$ cat src/verilog/asr_defs.vh
`ifndef ASR_DEFS_VH
`define ASR_DEFS_VH

// ****************************************************************
// register word offsets (byte addresses)
// ****************************************************************
`define ASR_OFF_ORD_SEQ3     8'h00
`define ASR_OFF_PRE_SEQ      8'h04
`define ASR_OFF_PRE_RES1     8'h08
`define ASR_OFF_PRE_RES2     8'h0C
`define ASR_OFF_PRE_RES3     8'h10
`define ASR_OFF_PRE_RES4     8'h14
`define ASR_OFF_ORD_RES      8'h18
`define ASR_OFF_PRE_OFS1     8'h1C
`define ASR_OFF_PRE_OFS2     8'h20
`define ASR_OFF_PRE_OFS3     8'h24
`define ASR_OFF_PRE_OFS4     8'h28

// ****************************************************************
// field layout and masks
// ****************************************************************
`define ASR_SLOT_W           5
`define ASR_ORD_SEQ_MASK     32'h3FFFFFFF
`define ASR_PRE_SEQ_MASK     32'h003FFFFF
`define ASR_PRE_LEN_LSB      20
`define ASR_PRE_LEN_MSB      21
`define ASR_RES_MASK         32'h0000FFFF
`define ASR_OFS_MASK         32'h00000FFF
`define ASR_PRE_SLOTS        4
`define ASR_LAST_SLOT        2'h3

// ****************************************************************
// reset values
// ****************************************************************
`define ASR_RST_SEQ          32'h00000000
`define ASR_RST_RES          16'h0000
`define ASR_RST_OFS          12'h000

`endif

$ cat src/verilog/asr_seq_result_regs.v
// Summary of operation
// - six 5-bit ordinary slot fields at bits 4:0 up to 29:25, rw, reset zero.
// - preempted length code at bits 21:20 means one to four conversions.
// - four 5-bit preempted slot fields, bits 4:0 to 19:15, rw, reset zero.
// - short preempted scans start at slot four minus length code, end slot four.
// - four preempted result registers, 16-bit value in bits 15:0, reset zero.
// - preempted result equals raw conversion minus that position's offset.
// - ordinary result register bits 15:0 hold latest ordinary result, read-only.
// - primary instance upper half holds second converter result in master/slave mode.
// - secondary instances keep the upper half of ordinary result at zero.
// - reserved bits read as reset value; software writes them as default.
//
// The address-and-strobe port and the placing of the registers were left to the implementer.
`include "asr_defs.vh"

module asr_seq_result_regs #(
   parameter PRIMARY = 1
) (
   input  wire        clk_sys,
   input  wire        reset,
   input  wire        clk_en,
   // register port
   input  wire [7:0]  reg_addr,
   input  wire [31:0] reg_wdata,
   input  wire        reg_wr,
   input  wire        reg_rd,
   output reg  [31:0] reg_rdata,
   // ordinary conversion side
   output wire [29:0] ordinary_slot_channels,
   input  wire        ordinary_done,
   input  wire [15:0] ordinary_raw,
   input  wire        master_slave_mode,
   input  wire        second_done,
   input  wire [15:0] second_raw,
   // preempted scan side
   input  wire        preempted_start,
   output reg         preempted_req,
   output reg  [4:0]  preempted_channel,
   input  wire        preempted_done,
   input  wire [11:0] preempted_raw,
   output reg         preempted_busy,
   output reg         preempted_end
);

   // ****************************************************************
   // helpers
   // ****************************************************************

   // channel field of one preempted slot (0-based index)
   // one case arm per slot keeps the mux shallow, no shifter needed
   function [4:0] slot_channel;
      input [31:0] seq;
      input [1:0]  idx;
      begin
         case (idx)
            2'h0:    slot_channel = seq[4:0];
            2'h1:    slot_channel = seq[9:5];
            2'h2:    slot_channel = seq[14:10];
            default: slot_channel = seq[19:15];
         endcase
      end
   endfunction

   // first 0-based slot: (4 - code) in 1-based terms, so 3 - code here
   // code 2'b10, for example, starts at index 1, the second slot
   function [1:0] first_slot;
      input [1:0] code;
      begin
         first_slot = `ASR_LAST_SLOT - code;
      end
   endfunction

   // word-aligned address inside an inclusive range of register words
   function in_group;
      input [7:0] addr;
      input [7:0] lo;
      input [7:0] hi;
      begin
         in_group = (addr >= lo) && (addr <= hi) && (addr[1:0] == 2'h0);
      end
   endfunction

   // 0-based word index of an address inside a register group
   function [1:0] group_index;
      input [7:0] addr;
      input [7:0] lo;
      reg   [7:0] delta;
      begin
         delta       = addr - lo;
         group_index = delta[3:2];
      end
   endfunction

   // ****************************************************************
   // state
   // ****************************************************************
   // all state below moves only while clk_en is high; reset is taken
   // regardless of clk_en, so a frozen unit can still be cleared
   // scan states; the spare code falls back to idle
   localparam ST_IDLE = 2'h0;
   localparam ST_REQ  = 2'h1;
   localparam ST_WAIT = 2'h2;

   // software-visible registers
   reg  [31:0] ordinary_sequence_3;
   reg  [31:0] preempted_sequence;
   reg  [15:0] preempted_result_value [0:3];
   reg  [11:0] preempted_offset       [0:3];
   reg  [15:0] ordinary_result_value;
   reg  [15:0] second_converter_ordinary_value;
   // scan bookkeeping
   reg  [1:0]  state;
   reg  [1:0]  next_state;
   reg  [1:0]  slot;
   reg  [1:0]  next_slot;
   reg  [15:0] diff;
   integer     i;

   // field views and decode results
   wire [1:0]  preempted_length_code;
   wire        wr_res_hit;
   wire [1:0]  wr_res_idx;
   wire        wr_ofs_hit;
   wire [1:0]  wr_ofs_idx;
   wire        upper_live;

   // live views of register fields
   assign preempted_length_code  = preempted_sequence[`ASR_PRE_LEN_MSB:`ASR_PRE_LEN_LSB];
   assign ordinary_slot_channels = ordinary_sequence_3[29:0];
   assign upper_live             = (PRIMARY != 0) && master_slave_mode;

   // ****************************************************************
   // address decode
   // ****************************************************************

   // register map, one 32-bit word each, byte offsets:
   //   0x00 ordinary sequence (slots 1 to 6)
   //   0x04 preempted sequence (slots 1 to 4, length code)
   //   0x08 to 0x14 preempted results 1 to 4
   //   0x18 ordinary result (own low half, second unit high half)
   //   0x1C to 0x28 preempted offsets 1 to 4
   // anything else, or a misaligned address, is ignored on write
   // and reads back as zero
   assign wr_res_hit = in_group(reg_addr, `ASR_OFF_PRE_RES1, `ASR_OFF_PRE_RES4);
   assign wr_res_idx = group_index(reg_addr, `ASR_OFF_PRE_RES1);
   assign wr_ofs_hit = in_group(reg_addr, `ASR_OFF_PRE_OFS1, `ASR_OFF_PRE_OFS4);
   assign wr_ofs_idx = group_index(reg_addr, `ASR_OFF_PRE_OFS1);

   // offset-corrected preempted value, wraps modulo 2^16 like a plain subtractor
   // a raw value below its offset reads back as a large number; software
   // wanting a signed view takes bit 15 as the sign
   always @* begin
      diff = {4'h0, preempted_raw} - {4'h0, preempted_offset[slot]};
   end

   // ****************************************************************
   // preempted scan sequencer
   // ****************************************************************

   // next-state logic of the scan
   // a start is only looked at while idle, so a second start during a
   // scan is dropped rather than queued; a done pulse only counts in
   // the wait state, so one arriving together with the request pulse
   // is lost and the scan stalls until the next one
   always @* begin
      next_state = state;
      next_slot  = slot;
      case (state)
         ST_IDLE: begin
            if (preempted_start) begin
               // shorter scans skip the leading slots
               next_slot  = first_slot(preempted_length_code);
               next_state = ST_REQ;
            end
         end
         ST_REQ: begin
            next_state = ST_WAIT;
         end
         ST_WAIT: begin
            if (preempted_done) begin
               // every scan ends on the fourth slot, whatever its length
               if (slot == `ASR_LAST_SLOT) begin
                  next_state = ST_IDLE;
               end else begin
                  next_slot  = slot + 2'h1;
                  next_state = ST_REQ;
               end
            end
         end
         default: begin
            next_state = ST_IDLE;
         end
      endcase
   end

   // scan registers and handshake outputs
   // outputs are registered from the next state, so the request, busy
   // and end pulses line up with the state they describe
   always @(posedge clk_sys) begin
      if (reset) begin
         state             <= ST_IDLE;
         slot              <= 2'h0;
         preempted_req     <= 1'b0;
         preempted_channel <= 5'h00;
         preempted_busy    <= 1'b0;
         preempted_end     <= 1'b0;
      end else if (clk_en) begin
         state          <= next_state;
         slot           <= next_slot;
         preempted_req  <= (next_state == ST_REQ);
         preempted_busy <= (next_state != ST_IDLE);
         preempted_end  <= (state == ST_WAIT) && (next_state == ST_IDLE);
         // channel is sampled from the live slot field at request time
         if (next_state == ST_REQ) begin
            preempted_channel <= slot_channel(preempted_sequence, next_slot);
         end
      end
   end

   // ****************************************************************
   // registers written by software and hardware
   // ****************************************************************

   // writes mask reserved bits so they always read back as zero;
   // a conversion landing in the write cycle wins over the software value
   // the ordinary result has no write path at all: software cannot
   // fake a conversion there, only the converter side updates it
   always @(posedge clk_sys) begin
      if (reset) begin
         ordinary_sequence_3             <= `ASR_RST_SEQ;
         preempted_sequence              <= `ASR_RST_SEQ;
         ordinary_result_value           <= `ASR_RST_RES;
         second_converter_ordinary_value <= `ASR_RST_RES;
         for (i = 0; i < `ASR_PRE_SLOTS; i = i + 1) begin
            preempted_result_value[i] <= `ASR_RST_RES;
            preempted_offset[i]       <= `ASR_RST_OFS;
         end
      end else if (clk_en) begin
         if (reg_wr) begin
            case (reg_addr)
               `ASR_OFF_ORD_SEQ3: ordinary_sequence_3 <= reg_wdata & `ASR_ORD_SEQ_MASK;
               `ASR_OFF_PRE_SEQ:  preempted_sequence  <= reg_wdata & `ASR_PRE_SEQ_MASK;
               default: begin
               end
            endcase
            if (wr_res_hit) begin
               preempted_result_value[wr_res_idx] <= reg_wdata[15:0];
            end
            // offsets keep only their 12 low bits
            if (wr_ofs_hit) begin
               preempted_offset[wr_ofs_idx] <= reg_wdata[11:0];
            end
         end
         // hardware update placed last so it wins a same-cycle write
         if ((state == ST_WAIT) && preempted_done) begin
            preempted_result_value[slot] <= diff;
         end
         if (ordinary_done) begin
            ordinary_result_value <= ordinary_raw;
         end
         // the high half follows the second unit only while it means something
         if (second_done && upper_live) begin
            second_converter_ordinary_value <= second_raw;
         end
      end
   end

   // ****************************************************************
   // read port
   // ****************************************************************

   // data appear the cycle after the strobe; unmapped addresses read zero
   // clearing the word outside read cycles lets several units share one
   // read-data bus through a plain OR without a separate select
   always @(posedge clk_sys) begin
      if (reset) begin
         reg_rdata <= 32'h00000000;
      end else if (clk_en) begin
         // zero unless overridden by a read below
         reg_rdata <= 32'h00000000;
         if (reg_rd) begin
            case (reg_addr)
               `ASR_OFF_ORD_SEQ3: reg_rdata <= ordinary_sequence_3;
               `ASR_OFF_PRE_SEQ:  reg_rdata <= preempted_sequence;
               `ASR_OFF_PRE_RES1: reg_rdata <= {16'h0000, preempted_result_value[0]};
               `ASR_OFF_PRE_RES2: reg_rdata <= {16'h0000, preempted_result_value[1]};
               `ASR_OFF_PRE_RES3: reg_rdata <= {16'h0000, preempted_result_value[2]};
               `ASR_OFF_PRE_RES4: reg_rdata <= {16'h0000, preempted_result_value[3]};
               `ASR_OFF_ORD_RES: begin
                  // upper half is dead outside master/slave or in secondary units
                  reg_rdata <= {(upper_live ? second_converter_ordinary_value : 16'h0000),
                                ordinary_result_value};
               end
               `ASR_OFF_PRE_OFS1: reg_rdata <= {20'h00000, preempted_offset[0]};
               `ASR_OFF_PRE_OFS2: reg_rdata <= {20'h00000, preempted_offset[1]};
               `ASR_OFF_PRE_OFS3: reg_rdata <= {20'h00000, preempted_offset[2]};
               `ASR_OFF_PRE_OFS4: reg_rdata <= {20'h00000, preempted_offset[3]};
               default:           reg_rdata <= 32'h00000000;
            endcase
         end
      end
   end

endmodule // asr_seq_result_regs

$ cat config.mk
export PLATFORM = sky130hd
export DESIGN_NAME = asr_seq_result_regs
export DESIGN_NICKNAME = d
export VERILOG_FILES = /design/src/verilog/asr_seq_result_regs.v
export VERILOG_INCLUDE_DIRS = /design/src /design/src/verilog
export SDC_FILE = /design/constraint.sdc
export NUM_CORES = 1
export LEC_CHECK = 0
export ABC_AREA = 1
export BUFFER_PORTS_ARGS = -buffer_cell sky130_fd_sc_hd__buf_2
export CAP_MARGIN = 30
export CELL_PAD_IN_SITES_DETAIL_PLACEMENT = 0
export CELL_PAD_IN_SITES_GLOBAL_PLACEMENT = 1
export CORE_UTILIZATION = 46
export CTS_CLUSTER_SIZE = 12
export DETAILED_ROUTE_END_ITERATION = 7
export PLACE_DENSITY_LB_ADDON = 0.1
export SETUP_SLACK_MARGIN = 0.02
export SLEW_MARGIN = 15
export SYNTH_ARGS = -nofsm -noshare
export SYNTH_HDL_FRONTEND = slang
export SYNTH_SLANG_ARGS = --single-unit
$ cat constraint.sdc
create_clock -name clk_sys -period 7.8 [get_ports clk_sys]
set_input_delay 1.56 -clock clk_sys [delete_from_list [all_inputs] [get_ports clk_sys]]
set_output_delay 1.56 -clock clk_sys [all_outputs]
set_load 0.01 [all_outputs]
# Yosys cells after proc, flatten, opt, wreduce, memory -nomap -nowiden
# Memory sizes are Yosys's and may differ from the RTL's. A register that Yosys moved wholly into a read port is not among the register bits.
# Index checks and enable logic that the tools add are counted.
# op_classes
addsub,5
order_cmp,4
n_eq_ne,16
n_mux,39
reduce_logical,21
# op_table
operator,n
$pmux 32 s11,1
$mux 16,3
$eq 8x5->1 const B,4
$mux 32,1
$reduce_or 16->1,2
$eq 8x6->1 const B,3
$mux 1,20
$mux 2,10
$eq 8x4->1 const B,2
$pmux 5 s3,1
$sub 12x12->13,1
$mux 12,1
$reduce_or 12->1,1
$eq 8x3->1 const B,1
$ge 8x4->1 const B,1
$ge 8x5->1 const B,1
$le 8x5->1 const B,1
$le 8x6->1 const B,1
$logic_not 2->1,4
$logic_not 8->1,1
$sub 4x4->4 const B,2
$logic_and 1x1->1,7
$eq 2x1->1 const B,3
$eq 2x2->1 const B,3
7 further kinds,10
# totals
register_bits,128
ramBits,112
inputBits,94
out_inout_bits,70
word_cells,98
n_memories,2
# memory_table
name,depth,width,rd,rd_clocked_by_memory_dff,write_ports,line,text
preempted_result_value,4,16,4,0,4,asr_seq_result_regs.v:107,reg [15:0] preempted_result_value [0:3];
preempted_offset,4,12,5,1,4,asr_seq_result_regs.v:108,reg [11:0] preempted_offset [0:3];

# Longest topological paths before layout
# logic_depth
depth_word,10
ltp_mapped,17
mapped_depth_nobuf,15

# Worst setup path after synthesis
# Ideal clock, no wire load.
# synth_path
path_kind,input -> register
start,in reg_addr[3]
end,mem preempted_result_value[2][0] (enable)
setup_time_ns,0.447
arrival_time_ns,4.135
required_time_ns,7.353
slack_ns,3.218
stages,6
path_buffers,0
cell_sequence,inv_1 -> ha_1 -> nand2_1 -> nand2_1 -> nand3_1 -> o311ai_0
# synth_rtl
item,line,text
"start, declared",asr_seq_result_regs.v:23,"input wire [7:0] reg_addr,"
"end, declared",asr_seq_result_regs.v:107,

==> results.toml <==
[place]
gp_congestion = 0.8775
numPortBuffers = 161
hpwl_um = 27750
placed_cells = 1967

[synthesis]
async_flop_share_pct = 0
syn_avg_cell_area_um2 = 7.824
synth-edff-count = 112
synth_cell_types = 41
ys.flop_type = "dfxtp_1"
seq_area_frac_synth_pct = 49.38
netlist_instances = 1544
ys_warn_count = 0
synth_nets = 1656
syn_area_mm2 = 0.01208
ys_ff_latch = 242

[finish]
fin_nets = 1781
area_growth_pct = 16.29
instances_no_fill = 2021
layout_commonest_cell = "nand2_1"
antenna_cells = 0
layout_common_cells = "298 x nand2_1, 222 x nand3_1, 194 x nor2_1"
final_layout_size_suffix_gt1_share_pct = 15.85
fillCellCount = 2451

[clock_tree]
post_cts_resize_count = 0
clk_pin_slew_ns = 0.06
cts.sinks = 242
cts_hold_buf = 0
htreeDepth = 1
cts_setup_buffers = 0
cts_tree = "done"
numCtsBuffers = 28
insertion_delay_ns = 0.57
clk_path_buf_depth = 3
cts_root_buf = "clkbuf_16"

[grt]
first_global_vias = 10110
grt_pass1_wl_um = 59400
grt_usage_pct = 29.33
overflow = 0
grt_max_degree = 100
antenna_found_initial = 0

[die]
core_region_area_mm2 = 0.02547
initial_utilization_pct = 47.43
rows = 58
fp.dieArea_mm2 = 0.02691
die_h_um = 164.1
io-pin-count = 164
die_w_um = 164.1

[routing]
routed_wl_um = 39580
firstDrtPassIters = 7
routedWlPerCell_um = 19.59
post_drt_via_cell_ratio = 5.635
ant_nets = 0
drt_iter0_markers = 1120
remaining_drc_errors = 0
num_vias = 11390

[power_and_ir_drop]
p_sw_uw = 809.8
ir_drop_v = 0.0001652
combPwrFrac_pct = 11.1
power.leakage_uw = 0.006004
pwr-share-clk_pct = 43.5
power_density_mw_per_mm2 = 217.3
switching_share_pct = 26.52
p_seq_share_pct = 45.3
intPower_uw = 2243
finalPower_uw = 3053

[sta]
worstMarginPinSlew_ns = 0.9898
finalSetupViolCount = 0
whs_ns = 0.4479
rsz0062_at_grt = "false"
fin_crit_sh_pct = 57.49
setup-tns-final_ns = 0
hold_viol = 0
slew_headroom_pct = 33.94
max_freq_mhz = 223.0
period_needed_ns = 4.484
finClkSkew_ns = 0.01910
report.final.slew_viol_count = 0

[critical_path]
critPathKind = "input pin to flop"
crit_fanout = 25
crit_arrival_ns = 4.67
start_kind = "input pin"
cp.required_ns = 7.99
endpoint_kind = "flop"

[outcome]
outcome = "complete, no violations"

[worst_hold_path]
hold_path_class = "flop to flop"

[run]
maxCapViolations = 0
power by group through the flow:
stage	Clock, uW	Sequential, uW	Combinational [uW]
after floorplan	0	1410	204
after global placement	0	1410	330
after detailed placement	0	1410	333
after CTS	1340	1380	335
after global routing	1380	1390	372
final	1330	1380	340
per-stage QoR:
step                      instance area, um^2  util (%)  setup WS (ns)
after global placement                  13040     51.18          2.726
after detailed placement                13090     51.37          2.854
after CTS                               14020     55.05          3.442
after floorplan                         12080         -          3.218
final                                   14050     55.15          3.316
after global routing                    14050     55.15          3.215
final timing paths:
check | from | slack, ns | end | depth (start not counted)
setup / recovery | reg_addr[2] | 3.32 | preempted_offset[0][11]$_SDFFCE_PN0P_ | 10
hold / removal | second_converter_ordinary_value[4]$_SDFFE_PP0P_ | 0.45 | second_converter_ordinary_value[4]$_SDFFE_PP0P_ | 2
setup reg to reg | flop | 4.03 | preempted_result_value[0][5]$_DFFE_PP_ | 11
hold reg to reg | second_converter_ordinary_value[4]$_SDFFE_PP0P_ | 0.45 | second_converter_ordinary_value[4]$_SDFFE_PP0P_ | 2
routing by layer:
metal | global-route usage (%) | vias to the layer above | part of all wire [%]
li1 | - | 5495 | -
met1 | 42.34 | 5300 | 44
met2 | 46.36 | 540 | 45
met3 | 3.662 | 53 | 9.4
met4 | 7.576 | 0 | 2.0
met5 | 0 | - | 0
kinds of logic (layout without fill, tap and decap cells):
family                   after synthesis  count (layout)  share of synthesized area, %
AND/OR/NAND/NOR                      769             769                         27.52
AO/OA/AOI/OAI                        310             310                         13.87
flip-flops                           242             242                         49.38
buffers and inverters                201             348                         7.012
adder cells (fa/ha/maj)               18              18                         1.926
XOR/XNOR                               4               4                        0.2901
sequential cells by signal (all words and copies together) (netlist names), named ones only:
name                             cells
state                                2
preempted_channel                    5
second_converter_ordinary_value     16
preempted_req                        1
preempted_end                        1
preempted_busy                       1
slot                                 2
ordinary_result_value               16
preempted_offset                    48
preempted_result_value              64
ordinary_sequence_3                 30
preempted_sequence                  22
reg_rdata                           32
cell type report:
type / count / area (um^2) / share of cell area [%]
clock buffer: 33 / 749.5 / 5.335
clock inverter: 19 / 187.7 / 1.336
timing repair buffer: 183 / 1001 / 7.125
multi-input combinational: 1101 / 5308 / 37.78
sequential: 242 / 5966 / 42.47
inverter: 113 / 424.2 / 3.019
tap: 330 / 412.9 / 2.939
worst max-delay path: stages:
cell,delay (ns)
buf_2,0.17
inv_2,0.21
nand2_1,0.09
nor2_2,0.63
nand2_1,0.11
nand2_1,0.13
nand3_2,0.49
nor2_2,0.26
nand2_1,0.37
nand2_1,0.63
Yosys cell counts (all sizes together), types with 3 or more instances:
cell | number | share of area [%]
dfxtp | 130 | 22
clkinv | 5 | 0.16
o22ai | 16 | 0.83
o21ai | 157 | 6.6
edfxtp | 112 | 28
nand2 | 301 | 9.4
nor3 | 15 | 0.76
inv | 108 | 3.4
o31ai | 8 | 0.50
clkbuf | 40 | 1.2
nor2 | 209 | 6.7
or2 | 5 | 0.26
nand4 | 12 | 0.80
ha | 17 | 1.8
xor2 | 3 | 0.22
a32o | 10 | 0.83
a21oi | 111 | 4.6
nand3 | 225 | 9.4
buf | 48 | 2.3
Note: power is estimated with default switching activity, not from simulation.
